$ cat config.mk
export PLATFORM = sky130hd
export DESIGN_NAME = touch_adc_read_trigger
export DESIGN_NICKNAME = d
export VERILOG_FILES = /design/src/include/touch_adc_pkg.sv /design/src/verilog/adc_clock_divider.sv /design/src/verilog/touch_adc_read_trigger.sv
export VERILOG_INCLUDE_DIRS = /design/src /design/src/include
export SDC_FILE = /design/constraint.sdc
export NUM_CORES = 1
export LEC_CHECK = 0
export ABC_AREA = 0
export BUFFER_PORTS_ARGS = -buffer_cell sky130_fd_sc_hd__buf_2
export CAP_MARGIN = 10
export CORE_UTILIZATION = 31
export CTS_CLUSTER_DIAMETER = 200
export DETAILED_ROUTE_END_ITERATION = 8
export MAX_ROUTING_LAYER = met4
export SYNTH_ARGS = -nofsm -noshare
export SYNTH_HDL_FRONTEND = slang
export SYNTH_HIERARCHICAL = 1
export SYNTH_SLANG_ARGS = --single-unit
$ cat constraint.sdc
create_clock -name pclk -period 2.7 [get_ports pclk]
set_input_delay 0.135 -clock pclk [delete_from_list [all_inputs] [get_ports pclk]]
set_output_delay 0.135 -clock pclk [all_outputs]
set_load 0.005 [all_outputs]
$ cat src/include/touch_adc_map.svh
// offsets, field positions, reset values and timing counts of the touch converter
`ifndef TOUCH_ADC_MAP_SVH
`define TOUCH_ADC_MAP_SVH

// register byte offsets
`define RESULT_OFFSET   12'h000
`define DIVIDER_OFFSET  12'h004
`define STATUS_OFFSET   12'h008
`define MASK_OFFSET     12'h00c

// field positions
`define DONE_FLAG_BIT   31
`define DIV_SELECT_BIT  16
`define EV_DONE_BIT     0
`define EV_MISS_BIT     1
`define STATE_LSB       8

// reset values
`define DIVIDER_RESET   32'h0000_0000
`define MASK_RESET      2'h0
`define SAMPLE_RESET    16'h0000

// reference divide ratios and conversion length in converter clocks
`define REF_DIV_FAST    4'h4
`define REF_DIV_SLOW    5'h10
`define SETTLE_TICKS    8'h10
`define CONVERT_TICKS   8'h11

`endif

$ cat src/include/touch_adc_pkg.sv
// types shared by the touch converter design
package touch_adc_pkg;

   typedef logic [15:0] sample_t;
   typedef logic [31:0] word_t;
   typedef logic [11:0] addr_t;

   // gray along idle -> settle -> convert -> done; done -> settle flips both bits
   typedef enum logic [1:0] {
      st_idle    = 2'b00,
      st_settle  = 2'b01,
      st_convert = 2'b11,
      st_done    = 2'b10
   } conv_state_e;

endpackage

$ cat src/verilog/adc_clock_divider.sv
// converter clock enable derived from the external reference pin
`timescale 1ns/1ns
`include "touch_adc_map.svh"

module adc_clock_divider (
   input  wire logic pclk,
   input  wire logic presetn,
   input  wire logic ref_clk_pin,
   input  wire logic slow_select,
   output logic      conv_tick
);

   logic       ref_meta;
   logic       ref_sync;
   logic       ref_last;
   logic [4:0] edge_count;
   wire        ref_rise;
   wire  [4:0] limit;
   wire        wrap;

   // divide ratio from the select bit
   assign limit    = slow_select ? `REF_DIV_SLOW : {1'b0, `REF_DIV_FAST};
   assign ref_rise = ref_sync & ~ref_last;
   assign wrap     = ref_rise && (edge_count >= limit - 5'h01);

   // two-flop synchroniser, then edge history
   always_ff @(posedge pclk or negedge presetn) begin
      if (!presetn) begin
         ref_meta <= 1'b0;
         ref_sync <= 1'b0;
         ref_last <= 1'b0;
      end else begin
         ref_meta <= ref_clk_pin;
         ref_sync <= ref_meta;
         ref_last <= ref_sync;
      end
   end

   // count reference edges, one pulse per 4 or 16
   always_ff @(posedge pclk or negedge presetn) begin
      if (!presetn) begin
         edge_count <= 5'h00;
         conv_tick  <= 1'b0;
      end else begin
         conv_tick <= wrap;
         if (wrap) begin
            edge_count <= 5'h00;
         end else if (ref_rise) begin
            edge_count <= edge_count + 5'h01;
         end
      end
   end

endmodule

$ cat src/verilog/touch_adc_read_trigger.sv
// touch converter control: read-triggered conversion engine behind an apb slave
//
// Overview of operation
// A processor read of the result register starts a new conversion.
// Bit 31 of the result word is the completion flag; software rereads while it is zero.
// The sample sits in the low sixteen bits and software masks the rest away.
// In signed mode software sign-extends the low halfword itself.
// A result read during a running conversion leaves that conversion untouched.
// Bit 16 of the divider register selects the converter clock rate.
// Clear selects the reference divided by 4, set selects it divided by 16.
// Software waits between conversions to keep 3750 or 925 samples per second.
// The flag clears when a conversion begins and sets once the sample is stored.
//
// The register addresses and the APB register port were decided locally.
`timescale 1ns/1ns
`include "touch_adc_map.svh"

module touch_adc_read_trigger (
   input  wire logic                   pclk,
   input  wire logic                   presetn,
   input  wire logic                   psel,
   input  wire logic                   penable,
   input  wire logic                   pwrite,
   input  wire touch_adc_pkg::addr_t   paddr,
   input  wire touch_adc_pkg::word_t   pwdata,
   output touch_adc_pkg::word_t        prdata,
   output logic                        pready,
   output logic                        pslverr,
   output logic                        irq,
   input  wire logic                   ref_clk_pin,
   input  wire touch_adc_pkg::sample_t adc_sample,
   output logic                        adc_hold,
   output logic                        adc_convert
);
   import touch_adc_pkg::*;

   conv_state_e state;
   conv_state_e next_state;
   logic [7:0]  tick_count;
   logic [7:0]  next_tick_count;
   sample_t     sample;
   sample_t     sample_meta;
   sample_t     sample_sync;
   logic        div_select;
   logic [1:0]  status;
   logic [1:0]  mask;
   logic        conv_tick;

   wire         prep;
   wire         take_wr;
   wire         hit_result;
   wire         hit_divider;
   wire         hit_status;
   wire         hit_mask;
   wire         hit_any;
   wire         result_read;
   wire         can_start;
   wire         start;
   wire         missed;
   wire         finish;
   wire         settle_end;
   word_t       result_word;
   word_t       divider_word;
   word_t       status_word;
   word_t       mask_word;
   word_t       read_mux;
   wire  [1:0]  events;
   wire  [1:0]  next_status;

   // converter clock enable from the reference pin
   adc_clock_divider u_divider (
      .pclk        (pclk),
      .presetn     (presetn),
      .ref_clk_pin (ref_clk_pin),
      .slow_select (div_select),
      .conv_tick   (conv_tick)
   );

   // bus phases: prep is the first access cycle, take_wr the completing one
   assign prep    = psel & penable & ~pready;
   assign take_wr = psel & penable & pready & pwrite;

   // address decode
   assign hit_result  = (paddr == `RESULT_OFFSET);
   assign hit_divider = (paddr == `DIVIDER_OFFSET);
   assign hit_status  = (paddr == `STATUS_OFFSET);
   assign hit_mask    = (paddr == `MASK_OFFSET);
   assign hit_any     = hit_result | hit_divider | hit_status | hit_mask;

   // conversion start and refusal
   assign result_read = prep & ~pwrite & hit_result;
   assign can_start   = (state == st_idle) || (state == st_done);
   assign start       = result_read & can_start;
   assign missed      = result_read & ~can_start;
   assign settle_end  = conv_tick && (tick_count == `SETTLE_TICKS - 8'h01);
   assign finish      = (state == st_convert) && conv_tick
                        && (tick_count == `CONVERT_TICKS - 8'h01);

   // read words
   // flag follows the engine state, so a restart clears it at once
   assign result_word  = {(state == st_done), 15'h0000, sample};
   assign divider_word = {15'h0000, div_select, 16'h0000};
   assign status_word  = {22'h000000, state, 6'h00, status};
   assign mask_word    = {30'h00000000, mask};
   assign read_mux     = hit_result  ? result_word  :
                         hit_divider ? divider_word :
                         hit_status  ? status_word  :
                         hit_mask    ? mask_word    : 32'h0000_0000;

   // sticky events, a new event beats a write-one clear
   assign events      = {missed, finish};
   assign next_status = (status & ~((take_wr & hit_status) ? pwdata[1:0] : 2'h0))
                        | events;

   // conversion engine next state
   always_comb begin
      next_state      = state;
      next_tick_count = tick_count;
      unique case (state)
         st_idle, st_done: begin
            if (start) begin
               next_state      = st_settle;
               next_tick_count = 8'h00;
            end
         end
         st_settle: begin
            if (settle_end) begin
               next_state      = st_convert;
               next_tick_count = 8'h00;
            end else if (conv_tick) begin
               next_tick_count = tick_count + 8'h01;
            end
         end
         st_convert: begin
            if (finish) begin
               next_state      = st_done;
               next_tick_count = 8'h00;
            end else if (conv_tick) begin
               next_tick_count = tick_count + 8'h01;
            end
         end
      endcase
   end

   // engine state and front-end strobes
   always_ff @(posedge pclk or negedge presetn) begin
      if (!presetn) begin
         state       <= st_idle;
         tick_count  <= 8'h00;
         adc_hold    <= 1'b0;
         adc_convert <= 1'b0;
      end else begin
         state       <= next_state;
         tick_count  <= next_tick_count;
         adc_hold    <= (next_state == st_settle);
         adc_convert <= (next_state == st_convert);
      end
   end

   // front-end sample through two flops, held stable during conversion
   always_ff @(posedge pclk or negedge presetn) begin
      if (!presetn) begin
         sample_meta <= `SAMPLE_RESET;
         sample_sync <= `SAMPLE_RESET;
      end else begin
         sample_meta <= adc_sample;
         sample_sync <= sample_meta;
      end
   end

   // result field loads only when the conversion completes
   always_ff @(posedge pclk or negedge presetn) begin
      if (!presetn) begin
         sample <= `SAMPLE_RESET;
      end else if (finish) begin
         sample <= sample_sync;
      end
   end

   // software registers
   always_ff @(posedge pclk or negedge presetn) begin
      if (!presetn) begin
         // only the select bit of the divider reset value is kept
         div_select <= 1'(`DIVIDER_RESET >> `DIV_SELECT_BIT);
         mask       <= `MASK_RESET;
         status     <= 2'h0;
      end else begin
         status <= next_status;
         if (take_wr & hit_divider) begin
            div_select <= pwdata[`DIV_SELECT_BIT];
         end
         if (take_wr & hit_mask) begin
            mask <= pwdata[1:0];
         end
      end
   end

   // apb answer: one wait cycle, then registered data
   // a result read returns the word from before its own trigger
   always_ff @(posedge pclk or negedge presetn) begin
      if (!presetn) begin
         pready  <= 1'b0;
         pslverr <= 1'b0;
         prdata  <= 32'h0000_0000;
      end else begin
         pready  <= prep;
         pslverr <= prep & ~hit_any;
         if (prep) begin
            prdata <= pwrite ? 32'h0000_0000 : read_mux;
         end
      end
   end

   // level interrupt from unmasked sticky events
   always_ff @(posedge pclk or negedge presetn) begin
      if (!presetn) begin
         irq <= 1'b0;
      end else begin
         irq <= |(next_status & mask);
      end
   end

endmodule

After elaboration in Yosys (flattened, before gate mapping)
Cells that the tools add are included.
Storage, ports and cells
  bits in registers: 109
  input port bits: 66
  output and inout bits: 37
  logic and storage cells: 87
Cells by class
  add/sub/neg operators: 3
  magnitude comparators: 1
  equal/unequal tests: 11
  multiplexer cells: 18
  bitwise operators: 25
  reduce and logical (&&, ||, !) cells: 10
Operators with widths (number)
  $mux W32: 2
  $mux W8: 4
  $eq A12 B4 Y1 const B: 2
  $pmux W8 S3: 1
  $mux W17: 1
  $mux W5: 3
  $and A1 B1 Y1: 13
  $eq A12 B3 Y1 const B: 1
  $logic_not A12 Y1: 1
  $mux W10: 1
  $mux W2: 5
  $add A8 B1 Y8 const B: 1
  $eq A8 B4 Y1 const B: 1
  $eq A8 B5 Y1 const B: 1
  $eq A2 B2 Y1 const B: 3
  $pmux W2 S3: 1
  $add A5 B1 Y5 const B: 1
  $ge A5 B5 Y1: 1
  $not A1 Y1: 5
  $sub A5 B1 Y5 const B: 1
  $and A2 B2 Y2: 2
  $eq A2 B1 Y1 const B: 2
  $logic_and A1 B1 Y1: 4
  $reduce_or A2 Y1: 2
  other kinds (7): 9

Logic depth before layout (Yosys ltp)
  word-level depth: 10
  mapped depth: 6
  mapped depth without buffers: 6

Hierarchy
Netlist, hierarchy kept.
Modules (own cells, without submodules)
  touch_adc_read_trigger: times used 1, cells an instance 250, area each 3364.5 µm², sequential area each 2152.1 µm²
  adc_clock_divider: times used 1, cells an instance 38, area each 437.9 µm², sequential area each 225.2 µm²

Worst setup path after synthesis
OpenSTA, ideal clock, no wires.
  path kind: reg2reg
  start point: register tick_count[5]
  end point: register sample[10]
  library setup time: 125 ps
  data arrival time: 1554 ps
  required time: 2575 ps
  slack: 1021 ps
  stages on the path, launching flop included: 5
  buffers on the path: 1
  clock period less this slack: 1679 ps
  cell sequence: dfrtp_1 > or3_4 > nor3_4 > buf_4 > mux2_2
Between the ends
  word-level cells in the longest chain between the ends: 2
RTL lines
  start, declared: line touch_adc_read_trigger.sv:39  | logic [7:0] tick_count;
  start signal, assigned: line touch_adc_read_trigger.sv:154  | tick_count <= next_tick_count;
  $eq A8 B5 Y1: line touch_adc_read_trigger.sv:97  | && (tick_count == `CONVERT_TICKS - 8'h01);
  $logic_and A1 B1 Y1: line touch_adc_read_trigger.sv:96  | assign finish = (state == st_convert) && conv_tick
  end signal, assigned: line touch_adc_read_trigger.sv:174  | sample <= `SAMPLE_RESET;
  end signal, assigned: line touch_adc_read_trigger.sv:176  | sample <= sample_sync;
  end, declared: line touch_adc_read_trigger.sv:41  | sample_t sample;
Every way passes these cells.
A chain may end at the register's enable or synchronous reset.

Worst setup path in the final report
  start point: register tick_count[0]
  end point: register sample[12]
The elaborated chain is that of the path after synthesis.

==> metrics.cfg <==
[worst_setup_path]
reg2reg_to=sample[12]
start_kind=flop
worstSetupPathType=flop to flop
worst-endpoint-arrival_ns=2.36
worstSetupEndpointType=flop
ff2ff_path_depth=6
crit_required_ns=2.92
reg2reg_setup_slack_ns=0.56
critPathMaxFanout=14
worst_r2r_startpoint=tick_count[0]

[clock_tree]
clockBufferDepth=2
clk_pin_slew_worst_paths_ns=0.07
cts_made_buffers=9
number_of_buffers_inserted_by_post_cts_setup_repair=0
cts_tree=done
clock_latency_ns=0.33
numClockSinks=95
clock-root-buffer=clkbuf_16
cts_htree_levels=3

[timing]
fin_hold_ws_ns=-0.03426
timing.max_slew.rel_slack_pct=32.65
slew_violations=0
final_hold_viol_count=26
setup_violations=0
worst_pin_slew_ns=1.010
rsz_0062_raised_after_global_routing=no
skew_ns=0.006978
timing.fmax_mhz=466.9
final_critical_path_share_of_the_clock_period_pct=79.33
final_period_minus_worst_setup_slack_ns=2.142
setup_tns_ns=0

[die]
chipHeight_um=112.8
die_area_mm2=0.01271
number_of_placed_i_o_pins=103
die_x_extent_um=112.8
initial_core_util_pct=31.79
core_area_mm2=0.01196
fp-row-count=40

[global_routing]
grt_first_pass_wirelength_um=12540
grt_use_total_pct=13.14
grt_max_degree=84
first_global_vias=2541
antenna_found_initial=0
globalRouteOverflowTotal=0

[power_and_ir_drop]
leakage_nw=2.242
vdd_ir_drop_max_mv=0.4063
power_density_mw_per_mm2=651.3

[placed_design]
dp_hpwl_um=5089
io_buffers=59
final_replace_weighted_congestion=0.8348
dpl_cell_area_mm2=0.004208

[finish]
finish.instance_area_mm2=0.004671
drive_gt1_share_pct=29.03
antenna_cells=0
flow.area_growth_from_synthesis_pct=22.84
final_core_util_pct=39.05
filler_cell_count=1110
final_nets=439

[yosys]
synth_sequential_area_ratio_pct=62.52
postSynthCellCount=288
synth_cell_type_count=57
ys_ff_latch=95
top_reg_cell_synth=dfrtp_1
synth_edf_count=0
async_reset_ff_share_pct=100.0
synth_warnings=6
post_synth.cell_area_avg_um2=13.20
post_synth_instance_area_mm2=0.003802

[worst_hold_path]
min-delay-path-class=input port to asynchronous set/reset pin

[route]
aggregate_routed_wire_length_um=7480
route.detailed.wl_per_inst_um=14.41
route.detailed.vias_per_inst=4.844
firstDrtPassIters=4
total_vias_in_the_final_route=2514
antenna_left=0
drc_errors=0
first_iter_violations=116

[run]
max_cap_violations=0

[outcome]
run_status=complete, but fails checks
violated_checks=hold timing

kinds of logic (layout without fill, tap and decap cells):
| logic type | after synthesis | count (layout) | share of synthesized area [%] |
|---|---|---|---|
| flops | 95 | 95 | 62.52 |
| mux | 22 | 22 | 6.417 |
| compound gates | 61 | 61 | 12.41 |
| other cells | 1 | 14 | 0.09862 |
| xor+xnor | 2 | 2 | 0.4608 |
| simple gates | 69 | 69 | 11.16 |
| buf+inv | 33 | 104 | 5.298 |
| fa+ha+maj | 5 | 5 | 1.645 |
worst max-delay path, stage by stage (launching register included):
cell and delay, ns:
dfrtp_1 0.44, inv_1 0.08, ha_1 0.14, nand4b_1 0.22
nor3_4 0.57, buf_12 0.23, mux2_2 0.35
final cells by class:
class | count | area, um^2 | share of cell area (%)
clock buffer | 9 | 225.2 | 4.822
clock inverter | 6 | 67.56 | 1.447
inverter | 9 | 33.78 | 0.7233
multi-input combinational | 173 | 1272 | 27.24
sequential | 95 | 2377 | 50.90
tap | 147 | 183.9 | 3.938
timing repair buffer | 80 | 510.5 | 10.93
how the worst max path moves through the flow:
stage                             start         end  slack (ns)
final                     tick_count[0]  sample[12]        0.56
after floorplan           tick_count[5]  sample[10]        1.02
after detailed placement  tick_count[0]  sample[12]        0.59
after global placement    tick_count[0]  sample[11]        0.63
after CTS                 tick_count[0]  sample[12]        0.57
after global routing      tick_count[1]   sample[3]        0.46
through the flow:
step	hold slack [ns]	setup slack, ns	total power [W]	instances
final	-0.03426	0.5580	0.003042	519
after global routing	0.04835	0.4620	0.003195	519
after CTS	0.003345	0.5681	0.003079	519
after detailed placement	0.2443	0.5873	0.001809	487
after global placement	0.2426	0.6309	0.001796	487
after floorplan	-0.1606	1.021	0.001720	301
sequential cells by signal (all words and copies together) (netlist names):
name and flops:
sample 16, pslverr 1, irq 1, pready 1
state 2, mask 2, status 2, adc_convert 1
adc_hold 1, sample_meta 16, sample_sync 16, u_divider/edge_count 5
prdata 18, u_divider/ref_meta 1, tick_count 8, u_divider/ref_last 1
u_divider/conv_tick 1, u_divider/ref_sync 1, div_select 1
cells in the mapped netlist, drive strengths merged (2+ instances only):
| cell | count | area [um^2] |
|---|---|---|
| buf | 20 | 152.7 |
| a22o | 13 | 113.9 |
| nand2b | 4 | 27.53 |
| o21ai | 11 | 55.05 |
| nor3 | 13 | 76.33 |
| a221o | 5 | 50.05 |
| nor4 | 4 | 55.05 |
| inv | 8 | 30.03 |
| nand2 | 18 | 67.56 |
| o211ai | 3 | 22.52 |
| a21oi | 5 | 25.02 |
| xnor2 | 2 | 17.52 |
| a31oi | 2 | 12.51 |
| nand4b | 2 | 23.77 |
| nand4 | 4 | 25.02 |
| a21o | 2 | 15.01 |
| a211o | 2 | 17.52 |
| mux2 | 19 | 214.0 |
| o31ai | 6 | 50.05 |
| clkbuf | 4 | 15.01 |
| mux2i | 3 | 30.03 |
| nor2 | 9 | 41.29 |
| o21a | 3 | 22.52 |
| and2 | 2 | 12.52 |
| dfrtp | 95 | 2377 |
| ha | 5 | 62.56 |
| nand3 | 4 | 20.02 |
metal layers:
| layer | vias up | GRT usage (%) | wire, um |
|---|---|---|---|
| met5 | - | - | 0 |
| met4 | 0 | 6.222 | 214 |
| met3 | 16 | 2.839 | 296 |
| met2 | 79 | 19.67 | 3436 |
| met1 | 1236 | 17.06 | 3533 |
| li1 | 1183 | - | - |
repair_timing:
action | in CTS | in global routing
hold endpoints to repair | 17 | 0
hold buffers | 17 | 0
setup endpoints to repair | 0 | 0
gates resized for setup | 0 | 0
cells in the final DEF, fill, tap and decap left out, types with 2 or more instances in the layout:
cell           count
xnor2_1            2
ha_1               5
a21o_1             2
o21ai_1            2
a221o_1            5
clkinvlp_4         2
o31ai_1            5
conb_1            14
a21oi_1            5
o21a_1             3
dlygate4sd3_1     17
nand2_1           18
nor3_1            12
nor2_1             8
dfrtp_1           95
buf_4              4
a31oi_1            2
a211o_1            2
nand2b_1           3
mux2_2            19
nand4_1            4
o21ai_0            9
o211ai_1           3
nor4_4             2
nand3_1            4
buf_2             58
nor4_1             2
a22o_1            13
inv_1              8
clkbuf_16          9
mux2i_1            3
inv_6              2
power breakdown:
group | total [W] | internal [W] | switching (W) | leakage, nW
registers | 0.00154 | 0.00148 | 0.0000558 | 1.21
logic | 0.000262 | 0.000120 | 0.000142 | 0.895
clock network | 0.00124 | 0.000717 | 0.000524 | 0.138
Power figures use the tool's default switching activity.
